File: config.mk
export PLATFORM = sky130hd
export DESIGN_NAME = mac_alarm_classifier
export DESIGN_NICKNAME = d
export VERILOG_FILES = /design/src/rtl/mac_pkg.sv /design/src/rtl/mac_log_mem.sv /design/src/rtl/mac_alarm_classifier.sv
export SDC_FILE = /design/constraint.sdc
export NUM_CORES = 1
export LEC_CHECK = 0
export BUFFER_PORTS_ARGS = -buffer_cell sky130_fd_sc_hd__buf_4
export CAP_MARGIN = 20
export CELL_PAD_IN_SITES_DETAIL_PLACEMENT = 2
export CELL_PAD_IN_SITES_GLOBAL_PLACEMENT = 2
export CORE_ASPECT_RATIO = 0.75
export CORE_UTILIZATION = 30
export DETAILED_ROUTE_END_ITERATION = 7
export PLACE_DENSITY = 0.8
export REMOVE_ABC_BUFFERS = 1
export SLEW_MARGIN = 0
export SYNTH_ARGS = -nofsm -noshare
export SYNTH_HDL_FRONTEND = slang
export SYNTH_SLANG_ARGS = --single-unit
File: constraint.sdc
create_clock -name core_clk -period 3.2 [get_ports core_clk]
set_input_delay 0.64 -clock core_clk [delete_from_list [all_inputs] [get_ports core_clk]]
set_output_delay 0.64 -clock core_clk [all_outputs]
set_load 0.05 [all_outputs]
File: src/rtl/mac_pkg.sv
// package with alarm codes, blink counts, timing and carrier types
package mac_pkg;
  localparam int unsigned CLK_HZ     = 200_000_000;
  localparam int unsigned BLINK_MS   = 250;
  localparam int unsigned GAP_MS     = 1500;
  localparam int unsigned BLINK_CYC  = CLK_HZ / 1000 * BLINK_MS;
  localparam int unsigned GAP_CYC    = CLK_HZ / 1000 * GAP_MS;

  localparam logic [7:0] CODE_NONE      = 8'h00;
  localparam logic [7:0] CODE_DEVIATION = 8'h10;
  localparam logic [7:0] CODE_OVERHEAT  = 8'h21;
  localparam logic [7:0] CODE_OVERVOLT  = 8'h22;
  localparam logic [7:0] CODE_OVERLOAD  = 8'h30;
  localparam logic [7:0] CODE_NVMEM     = 8'h41;
  localparam logic [7:0] CODE_LIM_BOTH  = 8'h60;
  localparam logic [7:0] CODE_LIM_REV   = 8'h61;
  localparam logic [7:0] CODE_HOME_FAIL = 8'h62;
  localparam logic [7:0] CODE_NO_HOME   = 8'h63;
  localparam logic [7:0] CODE_AUX_MISS  = 8'h64;
  localparam logic [7:0] CODE_HW_OT     = 8'h66;
  localparam logic [7:0] CODE_SW_OT     = 8'h67;
  localparam logic [7:0] CODE_PANIC     = 8'h68;
  localparam logic [7:0] CODE_OFS_LIM   = 8'h6a;
  localparam logic [7:0] CODE_PARAM     = 8'h70;
  localparam logic [7:0] CODE_SYS       = 8'hf0;
  localparam logic [7:0] CODE_MEM       = 8'hf1;
  localparam logic [7:0] CODE_SEQ       = 8'hf2;

  localparam logic [3:0] BLINK_HOME   = 4'h7;
  localparam logic [3:0] BLINK_DEV    = 4'h4;
  localparam logic [3:0] BLINK_PANIC  = 4'h6;
  localparam logic [3:0] BLINK_LOAD   = 4'h2;
  localparam logic [3:0] BLINK_VOLT   = 4'h3;
  localparam logic [3:0] BLINK_NVMEM  = 4'h9;
  localparam logic [3:0] BLINK_STEADY = 4'hf;
  localparam logic [3:0] BLINK_NONE   = 4'h0;

  localparam logic [3:0] LOG_DEPTH    = 4'h8;

  // raw fault causes sampled from sensors and motion engine
  typedef struct packed {
    logic lim_both;
    logic lim_rev;
    logic home_fail;
    logic no_home;
    logic aux_miss;
    logic ofs_lim;
    logic param_err;
    logic deviation;
    logic panic;
    logic hw_ot;
    logic sw_ot;
    logic overheat;
    logic overload;
    logic overvolt;
    logic nvmem;
    logic sys_err;
    logic mem_err;
    logic seq_err;
  } mac_cause_t;

  // classification of one alarm
  typedef struct packed {
    logic [7:0] code;
    logic [3:0] blinks;
    logic       cut_current;
  } mac_class_t;
endpackage : mac_pkg

File: src/rtl/mac_log_mem.sv
// small memory holding recent alarm codes, registered read data
`timescale 1ns/1ps
module mac_log_mem
  import mac_pkg::*;
#(
  parameter int unsigned DEPTH = 8,
  parameter int unsigned AW    = 3
) (
  input  wire logic          core_clk,
  input  wire logic          rstn,
  input  wire logic          wr_en,
  input  wire logic [AW-1:0] wr_addr,
  input  wire logic [7:0]    wr_data,
  input  wire logic [AW-1:0] rd_addr,
  output logic      [7:0]    rd_data
);
  logic [7:0] mem_q [DEPTH];

  // write port, no reset on storage
  always_ff @(posedge core_clk) begin
    if (wr_en) begin
      mem_q[wr_addr] <= wr_data;
    end
  end

  // registered read data
  always_ff @(posedge core_clk or negedge rstn) begin
    if (!rstn) begin
      rd_data <= CODE_NONE;
    end else begin
      rd_data <= mem_q[rd_addr];
    end
  end
endmodule : mac_log_mem

File: src/rtl/mac_alarm_classifier.sv
// protective alarm classifier: fault detection, code latch, led blinking
`timescale 1ns/1ps
// Notes on behaviour
// - both travel limits active together raises 0x60, stops motion and sequence.
// - limit opposite the seek direction during homing raises 0x61.
// - unstable or unexpected limit while homing raises 0x62.
// - homing travels between both limits without home sensor raises 0x63.
// - homing method needs slot, timing or index with home; none seen gives 0x64.
// - homing and limit group stops motion and sequence, blinks seven times.
// - limit active during offset move after homing raises 0x6a.
// - motion started with inconsistent parameters raises 0x70.
// - deviation reaches threshold with action set to alarm raises 0x10, four blinks.
// - emergency halt by input or command raises 0x68, six blinks.
// - travel limit during normal motion raises hardware over-travel and stops.
// - commanded position outside software limits raises 0x67.
// - drive temperature above limit raises 0x21 and removes current.
// - load above max torque accumulates; exceeding limit raises 0x30, two blinks.
// - supply overvoltage raises 0x22, three blinks.
// - non-volatile user data corruption raises 0x41, nine blinks.
// - unexpected internal state raises 0xf0, led lit steadily.
// - memory access failure raises 0xf1, bad sequence code raises 0xf2.
// - heat, load, voltage, memory and internal alarms cut motor current.
// - any alarm drives fault output off and stops the motor.
// - alarm clear input pulsed on then off resets at the falling edge.
module mac_alarm_classifier
  import mac_pkg::*;
#(
  parameter int unsigned POS_W     = 32,
  parameter int unsigned LOAD_W    = 24,
  parameter int unsigned TEMP_W    = 10,
  parameter int unsigned BLINK_CNT = BLINK_CYC,
  parameter int unsigned GAP_CNT   = GAP_CYC
) (
  input  wire logic              core_clk,
  input  wire logic              rstn,
  input  wire logic [1:0]        travel_limit_in,
  input  wire logic              limit_contact_polarity,
  input  wire logic              home_sensor_in,
  input  wire logic              slot_sensor_in,
  input  wire logic              timing_position_sig,
  input  wire logic              index_pulse_in,
  input  wire logic [1:0]        homing_method_select,
  input  wire logic              homing_active,
  input  wire logic              seek_dir_pos,
  input  wire logic              offset_move_active,
  input  wire logic              moving,
  input  wire logic              motion_start,
  input  wire logic              motion_param_bad,
  input  wire logic [POS_W-1:0]  deviation_abs,
  input  wire logic [POS_W-1:0]  deviation_threshold,
  input  wire logic              deviation_action,
  input  wire logic              emergency_halt,
  input  wire logic              emergency_halt_cmd,
  input  wire logic              fault_action_select,
  input  wire logic              sw_limit_enable,
  input  wire logic signed [POS_W-1:0] cmd_position,
  input  wire logic signed [POS_W-1:0] sw_limit_pos,
  input  wire logic signed [POS_W-1:0] sw_limit_neg,
  input  wire logic [TEMP_W-1:0] drive_temp,
  input  wire logic [TEMP_W-1:0] drive_temp_limit,
  input  wire logic [LOAD_W-1:0] load_excess,
  input  wire logic [LOAD_W-1:0] overload_limit,
  input  wire logic              supply_over,
  input  wire logic              nvmem_corrupt,
  input  wire logic              internal_state_bad,
  input  wire logic              mem_access_fail,
  input  wire logic              seq_code_bad,
  input  wire logic              fault_clear_in,
  input  wire logic [2:0]        log_rd_addr,
  output logic                   fault_output,
  output logic                   alarm_active,
  output logic [7:0]             alarm_code,
  output logic [3:0]             alarm_blinks,
  output logic                   stop_motion,
  output logic                   cut_current,
  output logic                   alarm_led,
  output logic [7:0]             log_rd_data
);
  typedef enum logic [1:0] {LED_IDLE, LED_ON, LED_OFF, LED_GAP} mac_led_t;

  localparam int unsigned CNT_W = $clog2(GAP_CNT + 1);
  localparam logic [CNT_W-1:0] BLINK_LAST = CNT_W'(BLINK_CNT - 1);
  localparam logic [CNT_W-1:0] GAP_LAST   = CNT_W'(GAP_CNT - 1);

  logic [1:0]       lim_act;
  logic             home_seen_q;
  logic             aux_seen_q;
  logic [1:0]       lim_prev_q;
  logic [1:0]       lim_hit_q;
  logic [LOAD_W:0]  load_acc_q;
  logic             clr_prev_q;
  logic             clr_fall;
  mac_cause_t       cause;
  mac_class_t       cls;
  logic             latched_q;
  logic [7:0]       code_q;
  logic [3:0]       blinks_q;
  logic             cut_q;
  mac_led_t         led_q;
  logic [CNT_W-1:0] tmr_q;
  logic [3:0]       pulse_q;
  logic             led_q_out;
  logic [2:0]       log_wp_q;

  // classify a cause vector into code, blinks and stop class, highest severity first
  function automatic mac_class_t classify(input mac_cause_t c, input logic keep_sel);
    mac_class_t r;
    r = '{code: CODE_NONE, blinks: BLINK_NONE, cut_current: 1'b0};
    if (c.sys_err)        r = '{CODE_SYS, BLINK_STEADY, 1'b1};
    else if (c.mem_err)   r = '{CODE_MEM, BLINK_STEADY, 1'b1};
    else if (c.seq_err)   r = '{CODE_SEQ, BLINK_STEADY, 1'b1};
    else if (c.nvmem)     r = '{CODE_NVMEM, BLINK_NVMEM, 1'b1};
    else if (c.overheat)  r = '{CODE_OVERHEAT, BLINK_LOAD, 1'b1};
    else if (c.overvolt)  r = '{CODE_OVERVOLT, BLINK_VOLT, 1'b1};
    else if (c.overload)  r = '{CODE_OVERLOAD, BLINK_LOAD, 1'b1};
    else if (c.lim_both)  r = '{CODE_LIM_BOTH, BLINK_HOME, 1'b0};
    else if (c.lim_rev)   r = '{CODE_LIM_REV, BLINK_HOME, 1'b0};
    else if (c.home_fail) r = '{CODE_HOME_FAIL, BLINK_HOME, 1'b0};
    else if (c.no_home)   r = '{CODE_NO_HOME, BLINK_HOME, 1'b0};
    else if (c.aux_miss)  r = '{CODE_AUX_MISS, BLINK_HOME, 1'b0};
    else if (c.ofs_lim)   r = '{CODE_OFS_LIM, BLINK_HOME, 1'b0};
    else if (c.param_err) r = '{CODE_PARAM, BLINK_HOME, 1'b0};
    else if (c.panic)     r = '{CODE_PANIC, BLINK_PANIC, !keep_sel};
    else if (c.deviation) r = '{CODE_DEVIATION, BLINK_DEV, !keep_sel};
    else if (c.hw_ot)     r = '{CODE_HW_OT, BLINK_PANIC, !keep_sel};
    else if (c.sw_ot)     r = '{CODE_SW_OT, BLINK_PANIC, !keep_sel};
    return r;
  endfunction : classify

  // limit inputs after contact polarity
  assign lim_act = limit_contact_polarity ? ~travel_limit_in : travel_limit_in;

  // homing progress: home and auxiliary sightings, limits touched
  always_ff @(posedge core_clk or negedge rstn) begin
    if (!rstn) begin
      home_seen_q <= 1'b0;
      aux_seen_q  <= 1'b0;
      lim_hit_q   <= 2'b00;
      lim_prev_q  <= 2'b00;
    end else begin
      lim_prev_q <= lim_act;
      if (!homing_active) begin
        home_seen_q <= 1'b0;
        aux_seen_q  <= 1'b0;
        lim_hit_q   <= 2'b00;
      end else begin
        home_seen_q <= home_seen_q | home_sensor_in;
        lim_hit_q   <= lim_hit_q | lim_act;
        // auxiliary signal counts only together with home sensor
        if (home_sensor_in && (slot_sensor_in || timing_position_sig || index_pulse_in)) begin
          aux_seen_q <= 1'b1;
        end
      end
    end
  end

  // overload accumulator, saturating
  always_ff @(posedge core_clk or negedge rstn) begin
    if (!rstn) begin
      load_acc_q <= '0;
    end else if (fault_clear_in && latched_q) begin
      load_acc_q <= '0; // emptied while clear is held, so the off edge sees no overload
    end else if (!load_acc_q[LOAD_W]) begin
      load_acc_q <= load_acc_q + {1'b0, load_excess};
    end
  end

  // cause detection
  always_comb begin
    cause           = '0;
    cause.lim_both  = &lim_act;
    cause.lim_rev   = homing_active && (seek_dir_pos ? lim_act[0] : lim_act[1]);
    cause.home_fail = homing_active && (lim_act != lim_prev_q) && (&lim_hit_q == 1'b0)
                      && home_seen_q && (lim_act != 2'b00);
    cause.no_home   = homing_active && (&lim_hit_q) && !home_seen_q;
    cause.aux_miss  = homing_active && (homing_method_select != 2'b00) && home_seen_q
                      && !home_sensor_in && !aux_seen_q;
    cause.ofs_lim   = offset_move_active && (|lim_act);
    cause.param_err = motion_start && motion_param_bad;
    cause.deviation = deviation_action && (deviation_abs >= deviation_threshold);
    cause.panic     = emergency_halt || emergency_halt_cmd;
    cause.hw_ot     = moving && !homing_active && !offset_move_active && (|lim_act);
    cause.sw_ot     = sw_limit_enable && (cmd_position > sw_limit_pos
                      || cmd_position < sw_limit_neg);
    cause.overheat  = drive_temp > drive_temp_limit;
    cause.overload  = load_acc_q > {1'b0, overload_limit};
    cause.overvolt  = supply_over;
    cause.nvmem     = nvmem_corrupt;
    cause.sys_err   = internal_state_bad;
    cause.mem_err   = mem_access_fail;
    cause.seq_err   = seq_code_bad;
    cls             = classify(cause, fault_action_select);
  end

  // clear input falling edge
  always_ff @(posedge core_clk or negedge rstn) begin
    if (!rstn) begin
      clr_prev_q <= 1'b0;
    end else begin
      clr_prev_q <= fault_clear_in;
    end
  end
  assign clr_fall = clr_prev_q && !fault_clear_in;

  // alarm latch: first alarm held until cleared; a new cause wins over a clear
  always_ff @(posedge core_clk or negedge rstn) begin
    if (!rstn) begin
      latched_q <= 1'b0;
      code_q    <= CODE_NONE;
      blinks_q  <= BLINK_NONE;
      cut_q     <= 1'b0;
    end else if (cls.code != CODE_NONE && (!latched_q || clr_fall)) begin
      latched_q <= 1'b1;
      code_q    <= cls.code;
      blinks_q  <= cls.blinks;
      cut_q     <= cls.cut_current;
    end else if (clr_fall) begin
      latched_q <= 1'b0;
      code_q    <= CODE_NONE;
      blinks_q  <= BLINK_NONE;
      cut_q     <= 1'b0;
    end
  end

  // outputs from latched state
  assign alarm_active = latched_q;
  assign alarm_code   = code_q;
  assign alarm_blinks = blinks_q;
  assign fault_output = !latched_q;
  assign stop_motion  = latched_q;
  assign cut_current  = cut_q;
  assign alarm_led    = led_q_out;

  // led blink sequencer, repeats group until cleared
  always_ff @(posedge core_clk or negedge rstn) begin
    if (!rstn) begin
      led_q     <= LED_IDLE;
      tmr_q     <= '0;
      pulse_q   <= BLINK_NONE;
      led_q_out <= 1'b0;
    end else begin
      case (led_q)
        LED_IDLE: begin
          led_q_out <= 1'b0;
          tmr_q     <= '0;
          pulse_q   <= BLINK_NONE;
          if (latched_q && blinks_q == BLINK_STEADY) begin
            led_q_out <= 1'b1;
          end else if (latched_q) begin
            led_q     <= LED_ON;
            led_q_out <= 1'b1;
          end
        end
        LED_ON: begin
          if (!latched_q || blinks_q == BLINK_STEADY) begin
            led_q     <= LED_IDLE;
            led_q_out <= latched_q; // re-latched internal error goes steady at once
          end else if (tmr_q == BLINK_LAST) begin
            tmr_q     <= '0;
            led_q     <= LED_OFF;
            led_q_out <= 1'b0;
            pulse_q   <= pulse_q + 4'h1;
          end else begin
            tmr_q <= tmr_q + CNT_W'(1);
          end
        end
        LED_OFF: begin
          if (!latched_q || blinks_q == BLINK_STEADY) begin
            led_q     <= LED_IDLE;
            led_q_out <= latched_q;
          end else if (tmr_q == BLINK_LAST) begin
            tmr_q <= '0;
            if (pulse_q >= blinks_q) begin
              led_q <= LED_GAP;
            end else begin
              led_q     <= LED_ON;
              led_q_out <= 1'b1;
            end
          end else begin
            tmr_q <= tmr_q + CNT_W'(1);
          end
        end
        default: begin
          if (!latched_q || blinks_q == BLINK_STEADY) begin
            led_q     <= LED_IDLE;
            led_q_out <= latched_q;
          end else if (tmr_q == GAP_LAST) begin
            tmr_q     <= '0;
            pulse_q   <= BLINK_NONE;
            led_q     <= LED_ON;
            led_q_out <= 1'b1;
          end else begin
            tmr_q <= tmr_q + CNT_W'(1);
          end
        end
      endcase
    end
  end

  // alarm history write pointer
  always_ff @(posedge core_clk or negedge rstn) begin
    if (!rstn) begin
      log_wp_q <= 3'h0;
    end else if (cls.code != CODE_NONE && !latched_q) begin
      log_wp_q <= log_wp_q + 3'h1;
    end
  end

  mac_log_mem #(
    .DEPTH (LOG_DEPTH),
    .AW    (3)
  ) u_log (
    .core_clk (core_clk),
    .rstn     (rstn),
    .wr_en    (cls.code != CODE_NONE && !latched_q),
    .wr_addr  (log_wp_q),
    .wr_data  (cls.code),
    .rd_addr  (log_rd_addr),
    .rd_data  (log_rd_data)
  );
endmodule : mac_alarm_classifier

==> results.json, run 1 <==
{
  "crit_end": "u_log.mem_q[6][2]$_DFFE_PP_",
  "syn_area_per_cell_um2": 9.54,
  "maxSlewHeadroom": 0.432,
  "fmax_ghz": 0.274,
  "gp_congestion": 0.840,
  "hpwl_um": 39200,
  "drive_gt1_frac": 0.348,
  "ys_ff_latch": 156,
  "row_count": 62,
  "cts_tree": "yes",
  "nets": 2114,
  "multi_input_area_um2": 7050,
  "routed_wl_um": 56700,
  "start_util": 0.304,
  "final_common_cell": "buf_4",
  "cts_buffers": 17,
  "grt_max_degree": 50,
  "netlist.area_leader.share": 0.198,
  "finalCriticalPeriod_ns": 3.65,
  "layout_common_cells": "458 x buf_4, 162 x ha_1, 152 x inv_1",
  "p_total_mw": 9.28,
  "synth-xor-area-share": 0.0293,
  "final_util": 0.439,
  "synth_mux_area_frac": 0.0458,
  "clk_latency_ns": 0.46,
  "grt_overflow": 0,
  "r2r-start": "load_acc_q[22]$_DFFE_PN0P_",
  "hold_viol": 0,
  "grt_pass1_wl_um": 80400,
  "place_inst": 2166,
  "wl_per_cell_um": 25.6,
  "cts_sinks": 156,
  "async_flop_share": 0.590,
  "drtAntennaViolNets": 0,
  "cp_data_required_time_ns": 3.40,
  "core_area_um2": 38200,
  "final_cells": 2216,
  "synth_top_family_by_area": "adder cells",
  "path_depth": 13,
  "syn2layout_area_growth_pct": 44.2,
  "finalSetupViolCount": 120,
  "h-tree-depth": 4,
  "fin_worst_skew_ns": 0.0213,
  "critPathBufInv": 3,
  "reg2reg_setup_slack_ns": -0.45,
  "ios": 284,
  "criticalPathCategory": "flop to flop",
  "ir_worst_vdd_mv": 0.287,
  "drtIter0Drc": 816,
  "clk_pin_slew_worst_paths_ns": 0.07,
  "track_usage": 0.262,
  "antenna_found_initial": 1,
  "vias": 12100,
  "synthAdderAreaFrac": 0.178,
  "final_max_slew_viol_count": 0,
  "critPathMaxStageDelay_ns": 0.54,
  "synth_compound_area_frac": 0.160,
  "setup_slack_ns": -0.451,
  "critical_path.top_delay_family": "simple AND/OR/NAND/NOR gates",
  "cp_data_arrival_time_ns": 3.86,
  "path_cells": "ha_4, a21o_1, a211oi_2, o211ai_1, or4_4, o211ai_4, buf_6, and2_4, nand3_4, nor3_4, buf_4, nor3_4, buf_4",
  "status": "finished, violations left",
  "synthSimpleGateAreaFrac": 0.164,
  "die_area_um2": 39600,
  "setup_tns_ns": -35.13,
  "leakage_nw": 8.07,
  "violations": "setup timing",
  "nFillCells": 4147,
  "maxCapViolations": 0,
  "yosys-top-cells-area": "dfrtp_1 20%, ha_1 18%, edfxtp_1 17%",
  "synth_edf_count": 64,
  "r2r_cells": 13,
  "crit_path_start": "load_acc_q[22]$_DFFE_PN0P_",
  "holdBufCountCts": 0,
  "min_period_over_period": 1.14,
  "synth_cell_types": 89,
  "crit_path_max_fanout": 5,
  "die_h_um": 173,
  "port_buffers": 283,
  "hold_path.class": "input port to asynchronous set/reset pin",
  "worst-slew-pin-transition_ns": 0.846,
  "grt_pass1_vias": 13800,
  "cp-end-kind": "flop",
  "synth_ff_type": "dfrtp_1",
  "netlist_instances": 1220,
  "timing.rr.end": "u_log.mem_q[6][2]$_DFFE_PP_",
  "worst_path_max_delay_cell": "or4_4",
  "yosysWarnings": 0,
  "drcViolationCount": 0,
  "syn-cell-area_um2": 11600,
  "synth_top_area_cell": "dfrtp_1",
  "startpoint_type": "flop",
  "vias_per_cell": 5.48,
  "yosysSeqAreaShare": 0.363,
  "cts-root-buf": "clkbuf_16",
  "pre_cts_ws_ns": -1.74,
  "dr.pass1.iters": 5,
  "powerDensity_nw_per_um2": 553,
  "grt_setup_unrepaired": "true",
  "cts.path.max_buffers": 2,
  "ff_latch_area_um2": 4220,
  "fp.dieW_um": 229
}
sequential cells by signal, indices dropped and copies added, names as in the netlist:
register / count
pulse_q: 4
log_wp_q: 3
cut_current: 1
home_seen_q: 1
u_log.mem_q: 64
alarm_code: 8
alarm_active: 1
alarm_led: 1
tmr_q: 29
load_acc_q: 25
lim_prev_q: 2
aux_seen_q: 1
led_q: 2
clr_prev_q: 1
lim_hit_q: 2
alarm_blinks: 3
u_log.rd_data: 8
metal layers:
layer  vias up  global-route usage  wire (um)
li1       5363                   -          -
met1      6144               0.291      21200
met2       475               0.495      29800
met3       156              0.0460       3180
met4         0              0.0964       2550
met5         -                   0          0
area by class of cell:
class | instances | area share
Tap cell | 512 | 0.0382
Inverter | 152 | 0.0340
Clock inverter | 11 | 0.00544
Sequential cell | 156 | 0.252
Clock buffer | 21 | 0.0294
Timing Repair Buffer | 477 | 0.221
Antenna cell | 1 | 0.000149
Multi-Input combinational cell | 886 | 0.420
cell families (layout without fill, tap and decap cells):
family,after synthesis,count (layout)
XOR/XNOR,39,39
other,0,1
AO/OA/AOI/OAI,276,276
AND/OR/NAND/NOR,374,374
flip-flops,156,156
adder cells (fa/ha/maj),165,165
buffers and inverters,178,661
multiplexers,32,32
cells in the mapped netlist, types with 4 or more instances:
master / number
a21o_1: 19
o31ai_1: 10
o21a_1: 5
a32o_1: 4
nand4b_1: 4
nor3b_1: 4
edfxtp_1: 64
nand2_1: 83
nand4_1: 23
mux4_2: 16
nand2b_1: 19
o2bb2ai_1: 5
and3_1: 14
o21ai_0: 50
xor2_1: 23
o211ai_1: 8
mux2_2: 9
nor3_1: 25
mux2i_1: 6
ha_1: 164
and2_1: 14
o21ai_1: 9
nor4b_1: 4
nor2_1: 104
clkbuf_1: 15
a31oi_1: 8
o31a_1: 4
dfrtp_1: 92
a21oi_1: 79
or3_1: 12
nor2b_1: 10
inv_1: 152
buf_2: 4
a211oi_1: 15
nor4_1: 10
a22o_1: 7
nand3_1: 23
a41oi_1: 4
a2111oi_0: 7
and4_1: 6
xnor2_1: 16
worst min path at each step:
stage,endpoint,slack [ns]
after detailed placement,lim_hit_q[1]$_DFF_PN0_,0.49
after CTS,load_acc_q[9]$_DFFE_PN0P_,0.28
final,load_acc_q[9]$_DFFE_PN0P_,0.27
after global placement,aux_seen_q$_DFFE_PN0P_,0.48
after floorplan,alarm_active$_DFFE_PN0P_,0.34
after global routing,load_acc_q[9]$_DFFE_PN0P_,0.30
worst reg2reg max path, cell delays in order, from the launching register on:
cell	delay [ns]
dfrtp_1	0.43
ha_4	0.24
a21o_1	0.18
a211oi_2	0.28
o211ai_1	0.19
or4_4	0.54
o211ai_4	0.31
buf_6	0.17
and2_4	0.17
nand3_4	0.13
nor3_4	0.35
buf_4	0.20
nor3_4	0.05
buf_4	0.18
power by group:
group | internal [mW] | total [mW] | switching (mW)
Clock | 1.13 | 2.14 | 1.01
Sequential | 2.27 | 2.48 | 0.210
Combinational | 1.98 | 4.66 | 2.68
Total | 5.38 | 9.28 | 3.90
timing repair:
action | in CTS | in global routing
setup endpoints to repair | 142 | 138
setup buffers | 9 | 14
gates resized for setup | 40 | 36
pin swaps | 14 | 23
through the flow:
step,hold slack (ns),instance area [um2]
global placement,0.483,15600
detailed placement,0.489,15600
finish,0.267,16800
global route,0.300,16800
floorplan,0.344,11500
CTS,0.279,16500
Note: power is estimated with default switching activity, not from simulation.
==> inputs of run 2 (changes only) <==
==> constraint.sdc (replaced) <==
create_clock -name core_clk -period 3.2 [get_ports core_clk]
set_input_delay 0.32 -clock core_clk [delete_from_list [all_inputs] [get_ports core_clk]]
set_output_delay 0.32 -clock core_clk [all_outputs]
set_load 0.05 [all_outputs]
==> run 2 against run 1 <==
The run still ends with setup timing left. Non-clock buffer count is 32 lower. Sequential share of layout area is 0.34 points higher. Via count is 3.8% lower. Flip-flop and latch count stayed put. Worst setup slack better by 0.11 ns.
==> results.json, run 2 (synthesized netlist as in run 1, its figures left out) <==
{
  "combPwrFrac": 0.487,
  "drcViolationCount": 0,
  "violations": "setup timing",
  "start_util": 0.304,
  "hold_viol": 0,
  "critPathMaxStageDelay_ns": 0.52,
  "ir_worst_vdd_mv": 0.402,
  "port_buffers": 283,
  "power.internal_mw": 5.35,
  "largest_reg_flops": 64,
  "cts-root-buf": "clkbuf_16",
  "status": "finished, violations left",
  "antenna_found_initial": 2,
  "routed_wl_um": 50400,
  "reg2reg_setup_slack_ns": -0.34,
  "cp_data_required_time_ns": 3.41,
  "cts_buffers": 17,
  "cp_data_arrival_time_ns": 3.75,
  "powerDensity_nw_per_um2": 545,
  "clk_pin_slew_worst_paths_ns": 0.07,
  "hpwl_um": 37100,
  "critical_path.top_delay_family": "compound AO/OA/AOI/OAI gates",
  "fin_worst_skew_ns": 0.0161,
  "fp.dieW_um": 229,
  "cts_sinks": 156,
  "worst_path_max_delay_cell": "or4_4",
  "fmax_ghz": 0.282,
  "vias_per_cell": 5.34,
  "grt_max_degree": 51,
  "nets": 2083,
  "path_common_cell": "buf_6",
  "maxCapViolations": 0,
  "p_sw_frac": 0.407,
  "regMostFlops": "u_log.mem_q",
  "crit_path_max_fanout": 8,
  "cts.path.max_buffers": 2,
  "path_cells": "ha_4, a21o_1, a211oi_2, o211ai_1, or4_4, o211ai_4, buf_6, a2bb2o_4, a31o_4, nor3_4, buf_6, nor4_4, buf_12",
  "grt_setup_unrepaired": "true",
  "setup_slack_ns": -0.341,
  "nFillCells": 4127,
  "placed_cell_area_um2": 15400,
  "track_usage": 0.250,
  "p_total_mw": 9.03,
  "grt_pass1_vias": 13200,
  "layout_common_cells": "427 x buf_4, 162 x ha_1, 152 x inv_1",
  "drtIter0Drc": 515,
  "min_period_over_period": 1.11,
  "leakage_nw": 7.91,
  "whs_ns": 0.0426,
  "p_switching_mw": 3.68,
  "cp-end-kind": "flop",
  "final_common_cell": "buf_4",
  "syn2layout_area_growth_pct": 42.2,
  "maxSlewHeadroom": 0.421,
  "hold_path.class": "input port to flop",
  "vias": 11700,
  "drtAntennaViolNets": 0,
  "final_max_slew_viol_count": 0,
  "grt_overflow": 0,
  "h-tree-depth": 4,
  "criticalPathCategory": "flop to flop",
  "ios": 284,
  "cts_tree": "yes",
  "grt_pass1_wl_um": 76500,
  "clk_latency_ns": 0.45,
  "clkPwrFrac": 0.240,
  "reg.largest.list": "u_log.mem_q x64, tmr_q x29, load_acc_q x25",
  "finalSetupViolCount": 106,
  "finalCriticalPeriod_ns": 3.54,
  "row_count": 62,
  "drive_gt1_frac": 0.336,
  "seq_power_share": 0.273,
  "die_h_um": 173,
  "critPathBufInv": 3,
  "fin_area_um2": 16600,
  "die_area_um2": 39600,
  "gp_congestion": 0.840,
  "wl_per_cell_um": 23.1,
  "startpoint_type": "flop",
  "core_area_um2": 38200,
  "dr.pass1.iters": 5,
  "worst-slew-pin-transition_ns": 0.862
}
-- run 2: cell count changes in the layout (fill, tap and decap cells not counted), sizes merged --
cell	change
clkinv	+4
bufinv	+2
clkinvlp	+1
clkbuf	-4
diode	+1
dlygate4sd3	+1
buf	-33
inv	-3
a41o	+1
-- run 2: power groups by stage --
| stage | registers, mW | clock network (mW) | logic, mW |
|---|---|---|---|
| detailed placement | 2.48 | 0 | 3.81 |
| CTS | 2.45 | 2.15 | 4.05 |
| floorplan | 2.58 | 0 | 1.98 |
| global placement | 2.47 | 0 | 3.48 |
| finish | 2.47 | 2.17 | 4.39 |
| global route | 2.48 | 2.26 | 4.72 |
-- run 2: cell type report --
type / count / area, um2 / share of cell area
Timing Repair Buffer: 445 / 3440 / 0.208
Clock inverter: 15 / 181 / 0.0110
Inverter: 152 / 571 / 0.0345
Tap cell: 512 / 641 / 0.0387
Clock buffer: 17 / 425 / 0.0257
Antenna cell: 2 / 5.00 / 0.000302
Sequential cell: 156 / 4220 / 0.255
Multi-Input combinational cell: 887 / 7070 / 0.427
-- run 2: worst paths after layout --
kind | start | endpoint | cells after the start
max in group asynchronous | rstn | load_acc_q[23]$_DFFE_PN0P_ | 3
min | fault_clear_in | clr_prev_q$_DFF_PN0_ | 1
min reg2reg | alarm_code[2]$_DFFE_PN0P_ | alarm_code[2]$_DFFE_PN0P_ | 1
max | load_acc_q[22]$_DFFE_PN0P_ | u_log.mem_q[4][4]$_DFFE_PP_ | 13
max reg2reg | load_acc_q[22]$_DFFE_PN0P_ | u_log.mem_q[4][4]$_DFFE_PP_ | 13
min in group asynchronous | rstn | load_acc_q[9]$_DFFE_PN0P_ | 2
-- run 2: layer usage --
layer / share of wire / up-vias / global-route usage
met5: 0 / - / 0
met4: 0.034 / 0 / 0.0967
met3: 0.044 / 97 / 0.0417
met2: 0.53 / 356 / 0.462
met1: 0.39 / 5894 / 0.284
li1: - / 5325 / -
-- run 2: timing repair --
item	4_1_cts	5_1_grt
setup buffers	11	6
endpoints found under the setup margin	111	143
endpoints found under the hold margin	42	0
gates cloned	1	0
resized for setup	56	19
hold buffers	1	0
pin swaps	19	21
-- run 2: worst register-to-register path, stage by stage (launching register included) --
cell and delay, ns:
dfrtp_1 0.41, ha_4 0.23, a21o_1 0.16, a211oi_2 0.30, o211ai_1 0.17, or4_4 0.53
o211ai_4 0.30, buf_6 0.15, a2bb2o_4 0.22, a31o_4 0.24, nor3_4 0.19, buf_6 0.19
nor4_4 0.07, buf_12 0.16
-- run 2: metrics by stage --
| stage | setup slack [ns] | utilization | setup TNS, ns | instances |
|---|---|---|---|---|
| after floorplan | -0.296 | - | -12.52 | 1194 |
| after global placement | -0.835 | 0.404 | -48.38 | 2139 |
| after detailed placement | -1.07 | 0.404 | -68.31 | 2139 |
| after CTS | -0.264 | 0.429 | -19.56 | 2179 |
| after global routing | -0.404 | 0.433 | -27.84 | 2185 |
| final | -0.341 | 0.433 | -20.60 | 2186 |
==> inputs of run 3 (changes only) <==
- SYNTH_HIERARCHICAL: default -> 1
==> run 3 against run 2 <==
The run still ends with setup timing left. Design area is essentially flat. Worst setup slack gained 0.20 ns. Clock skew is essentially flat. Flip-flop and latch count is the same. Critical path depth grew 2. Clock power shrank 6%. Sequential power is essentially flat. Cell count grew 0.46%. Critical endpoint is now u_log/mem_q[2][5]$_DFFE_PP_. Largest cell class unchanged. Largest power group unchanged.
==> results.json, run 3 <==
{
  "nFillCells": 4213,
  "critPathMaxStageDelay_ns": 0.42,
  "yosysMostFrequentCell": "ha_1",
  "yosysWarnings": 6,
  "ys_ff_latch": 156,
  "routed_wl_um": 49000,
  "crit_path_max_fanout": 7,
  "synth_ff_type": "dfrtp_1",
  "clk_pin_slew_worst_paths_ns": 0.07,
  "multi_input_area_um2": 7120,
  "final_max_slew_viol_count": 0,
  "drtIter0Drc": 480,
  "layout_common_cells": "406 x buf_4, 158 x inv_1, 158 x ha_1",
  "syn_area_per_cell_um2": 9.43,
  "pre_cts_ws_ns": -0.701,
  "placed_cell_area_um2": 15300,
  "grt_overflow": 0,
  "synth_cell_types": 91,
  "finalCriticalPeriod_ns": 3.34,
  "cts_buffers": 17,
  "gp_congestion": 0.849,
  "vias_per_cell": 5.23,
  "grt_max_degree": 48,
  "drcViolationCount": 0,
  "powerDensity_nw_per_um2": 524,
  "yosysSeqAreaShare": 0.359,
  "drtAntennaViolNets": 0,
  "cts-root-buf": "clkbuf_16",
  "regMostFlops": "u_log/mem_q",
  "cp-end-kind": "flop",
  "synth_top_area_cell": "dfrtp_1",
  "grt_setup_unrepaired": "true",
  "yosys-top-cells-count": "164 x ha_1, 158 x inv_1, 116 x nand2_1",
  "largest_reg_flops": 64,
  "nets": 2095,
  "power.internal_mw": 5.27,
  "violations": "setup timing",
  "whs_ns": 0.180,
  "seq_power_share": 0.285,
  "hpwl_um": 36500,
  "fmax_ghz": 0.299,
  "antenna_cells": 0,
  "p_switching_mw": 3.41,
  "synth_edf_count": 64,
  "core_area_um2": 38500,
  "status": "finished, violations left",
  "worst-slew-pin-transition_ns": 0.808,
  "hold_path.class": "input port to flop",
  "start_util": 0.306,
  "antenna_found_initial": 0,
  "p_total_mw": 8.68,
  "setup_slack_ns": -0.139,
  "die_area_um2": 40100,
  "clk_latency_ns": 0.44,
  "drive_gt1_frac": 0.321,
  "clkPwrFrac": 0.236,
  "grt_pass1_wl_um": 74900,
  "maxSlewHeadroom": 0.461,
  "yosys-top-cells-area": "dfrtp_1 20%, ha_1 17%, edfxtp_1 16%",
  "port_buffers": 283,
  "path_cells": "ha_1, nand4_1, nor3_2, nand2_1, mux2_2, o31ai_4, buf_12, nand4_1, buf_6, a31oi_4, a21oi_4, nand2b_4, buf_6, nor2_4, buf_12",
  "fp.dieW_um": 231,
  "fin_area_um2": 16500,
  "min_period_over_period": 1.04,
  "fin_worst_skew_ns": 0.0158,
  "cp_data_required_time_ns": 3.40,
  "combPwrFrac": 0.479,
  "track_usage": 0.243,
  "ff_latch_area_um2": 4230,
  "async_flop_share": 0.590,
  "wl_per_cell_um": 22.3,
  "criticalPathCategory": "flop to flop",
  "startpoint_type": "flop",
  "critPathBufInv": 4,
  "cts_sinks": 156,
  "final_common_cell": "buf_4",
  "hold_viol": 0,
  "leakage_nw": 8.01,
  "finalSetupViolCount": 56,
  "netlist_instances": 1249,
  "row_count": 62,
  "final_util": 0.430,
  "ios": 284,
  "maxCapViolations": 0,
  "cts_tree": "yes",
  "netlist.area_leader.share": 0.195,
  "vias": 11500,
  "cp_data_arrival_time_ns": 3.53,
  "syn2layout_area_growth_pct": 40.5,
  "cts.path.max_buffers": 2,
  "p_sw_frac": 0.393,
  "worst_path_max_delay_cell": "dfrtp_1",
  "h-tree-depth": 4,
  "dr.pass1.iters": 5,
  "ir_worst_vdd_mv": 0.407,
  "reg.largest.list": "u_log/mem_q x64, tmr_q x29, load_acc_q x25",
  "die_h_um": 174,
  "syn-cell-area_um2": 11800,
  "critical_path.top_delay_family": "simple AND/OR/NAND/NOR gates",
  "grt_pass1_vias": 13300
}
-- run 3: cell types whose count changed after synthesis, moves of 8 or more --
| cell | before | now |
|---|---|---|
| nand3_1 | 23 | 43 |
| or3_1 | 12 | 3 |
| nor2_1 | 104 | 82 |
| nor3_1 | 25 | 17 |
| nand2_1 | 83 | 116 |
| a21oi_1 | 79 | 99 |
| mux4_1 | 0 | 15 |
| o21ai_1 | 9 | 1 |
| mux4_2 | 16 | 1 |
| o21ai_0 | 50 | 59 |
-- run 3: area by class of cell --
cell class,instances,area share
Inverter,159,0.0361
Tap cell,512,0.0387
Clock inverter,12,0.00650
Multi-Input combinational cell,908,0.430
Timing Repair Buffer,429,0.205
Clock buffer,20,0.0277
Sequential cell,156,0.255
-- run 3: timing repair --
action,CTS,global route
resized for setup,43,28
setup endpoints to repair,87,106
pin swaps,20,19
hold endpoints to repair,47,0
hold buffers,2,0
buffers inserted,20,9
-- run 3: path summary, 6_finish.rpt --
kind	start	endpoint	slack (ns)	cells after the start
worst max-delay path	load_acc_q[20]$_DFFE_PN0P_	u_log/mem_q[2][5]$_DFFE_PP_	-0.14	15
worst min-delay path	home_sensor_in	home_seen_q$_DFF_PN0_	0.18	2
worst max register to register	load_acc_q[20]$_DFFE_PN0P_	u_log/mem_q[2][5]$_DFFE_PP_	-0.14	15
worst min register to register	tmr_q[3]$_DFFE_PN0P_	tmr_q[3]$_DFFE_PN0P_	0.50	1
max in group asynchronous	rstn	pulse_q[0]$_DFFE_PN0P_	1.97	3
min in group asynchronous	rstn	load_acc_q[1]$_DFFE_PN0P_	0.50	2
-- run 3: per-layer routing --
layer | part of all wire | GRT usage | wire length (um)
met5 | 0 | 0 | 0
met4 | 0.032 | 0.0958 | 1550
met3 | 0.053 | 0.0538 | 2580
met2 | 0.52 | 0.441 | 25300
met1 | 0.40 | 0.275 | 19600
-- run 3: cell families (layout without fill, tap and decap cells) --
| logic type | Yosys count | count (layout) | share of synthesized area |
|---|---|---|---|
| AND/OR/NAND/NOR | 382 | 382 | 0.161 |
| buffers and inverters | 185 | 620 | 0.0649 |
| XOR/XNOR | 40 | 40 | 0.0297 |
| AO/OA/AOI/OAI | 289 | 289 | 0.159 |
| adder cells (fa/ha/maj) | 165 | 165 | 0.176 |
| flip-flops | 156 | 156 | 0.359 |
| multiplexers | 32 | 32 | 0.0506 |
-- run 3: stage by stage --
| step | cells | setup TNS, ns |
|---|---|---|
| after global routing | 2196 | -12.53 |
| after detailed placement | 2137 | -41.00 |
| after floorplan | 1223 | -20.75 |
| final | 2196 | -6.04 |
| after CTS | 2189 | 0 |
| after global placement | 2136 | -33.50 |
-- run 3: power by group through the flow --
stage	sequential [mW]	combinational, mW	clock, mW
6_report	2.47	4.16	2.05
5_1_grt	2.50	4.55	2.15
4_1_cts	2.47	3.95	2.04
3_5_place_dp	2.49	3.73	0
3_3_place_gp	2.48	3.49	0
2_1_floorplan	2.58	1.99	0
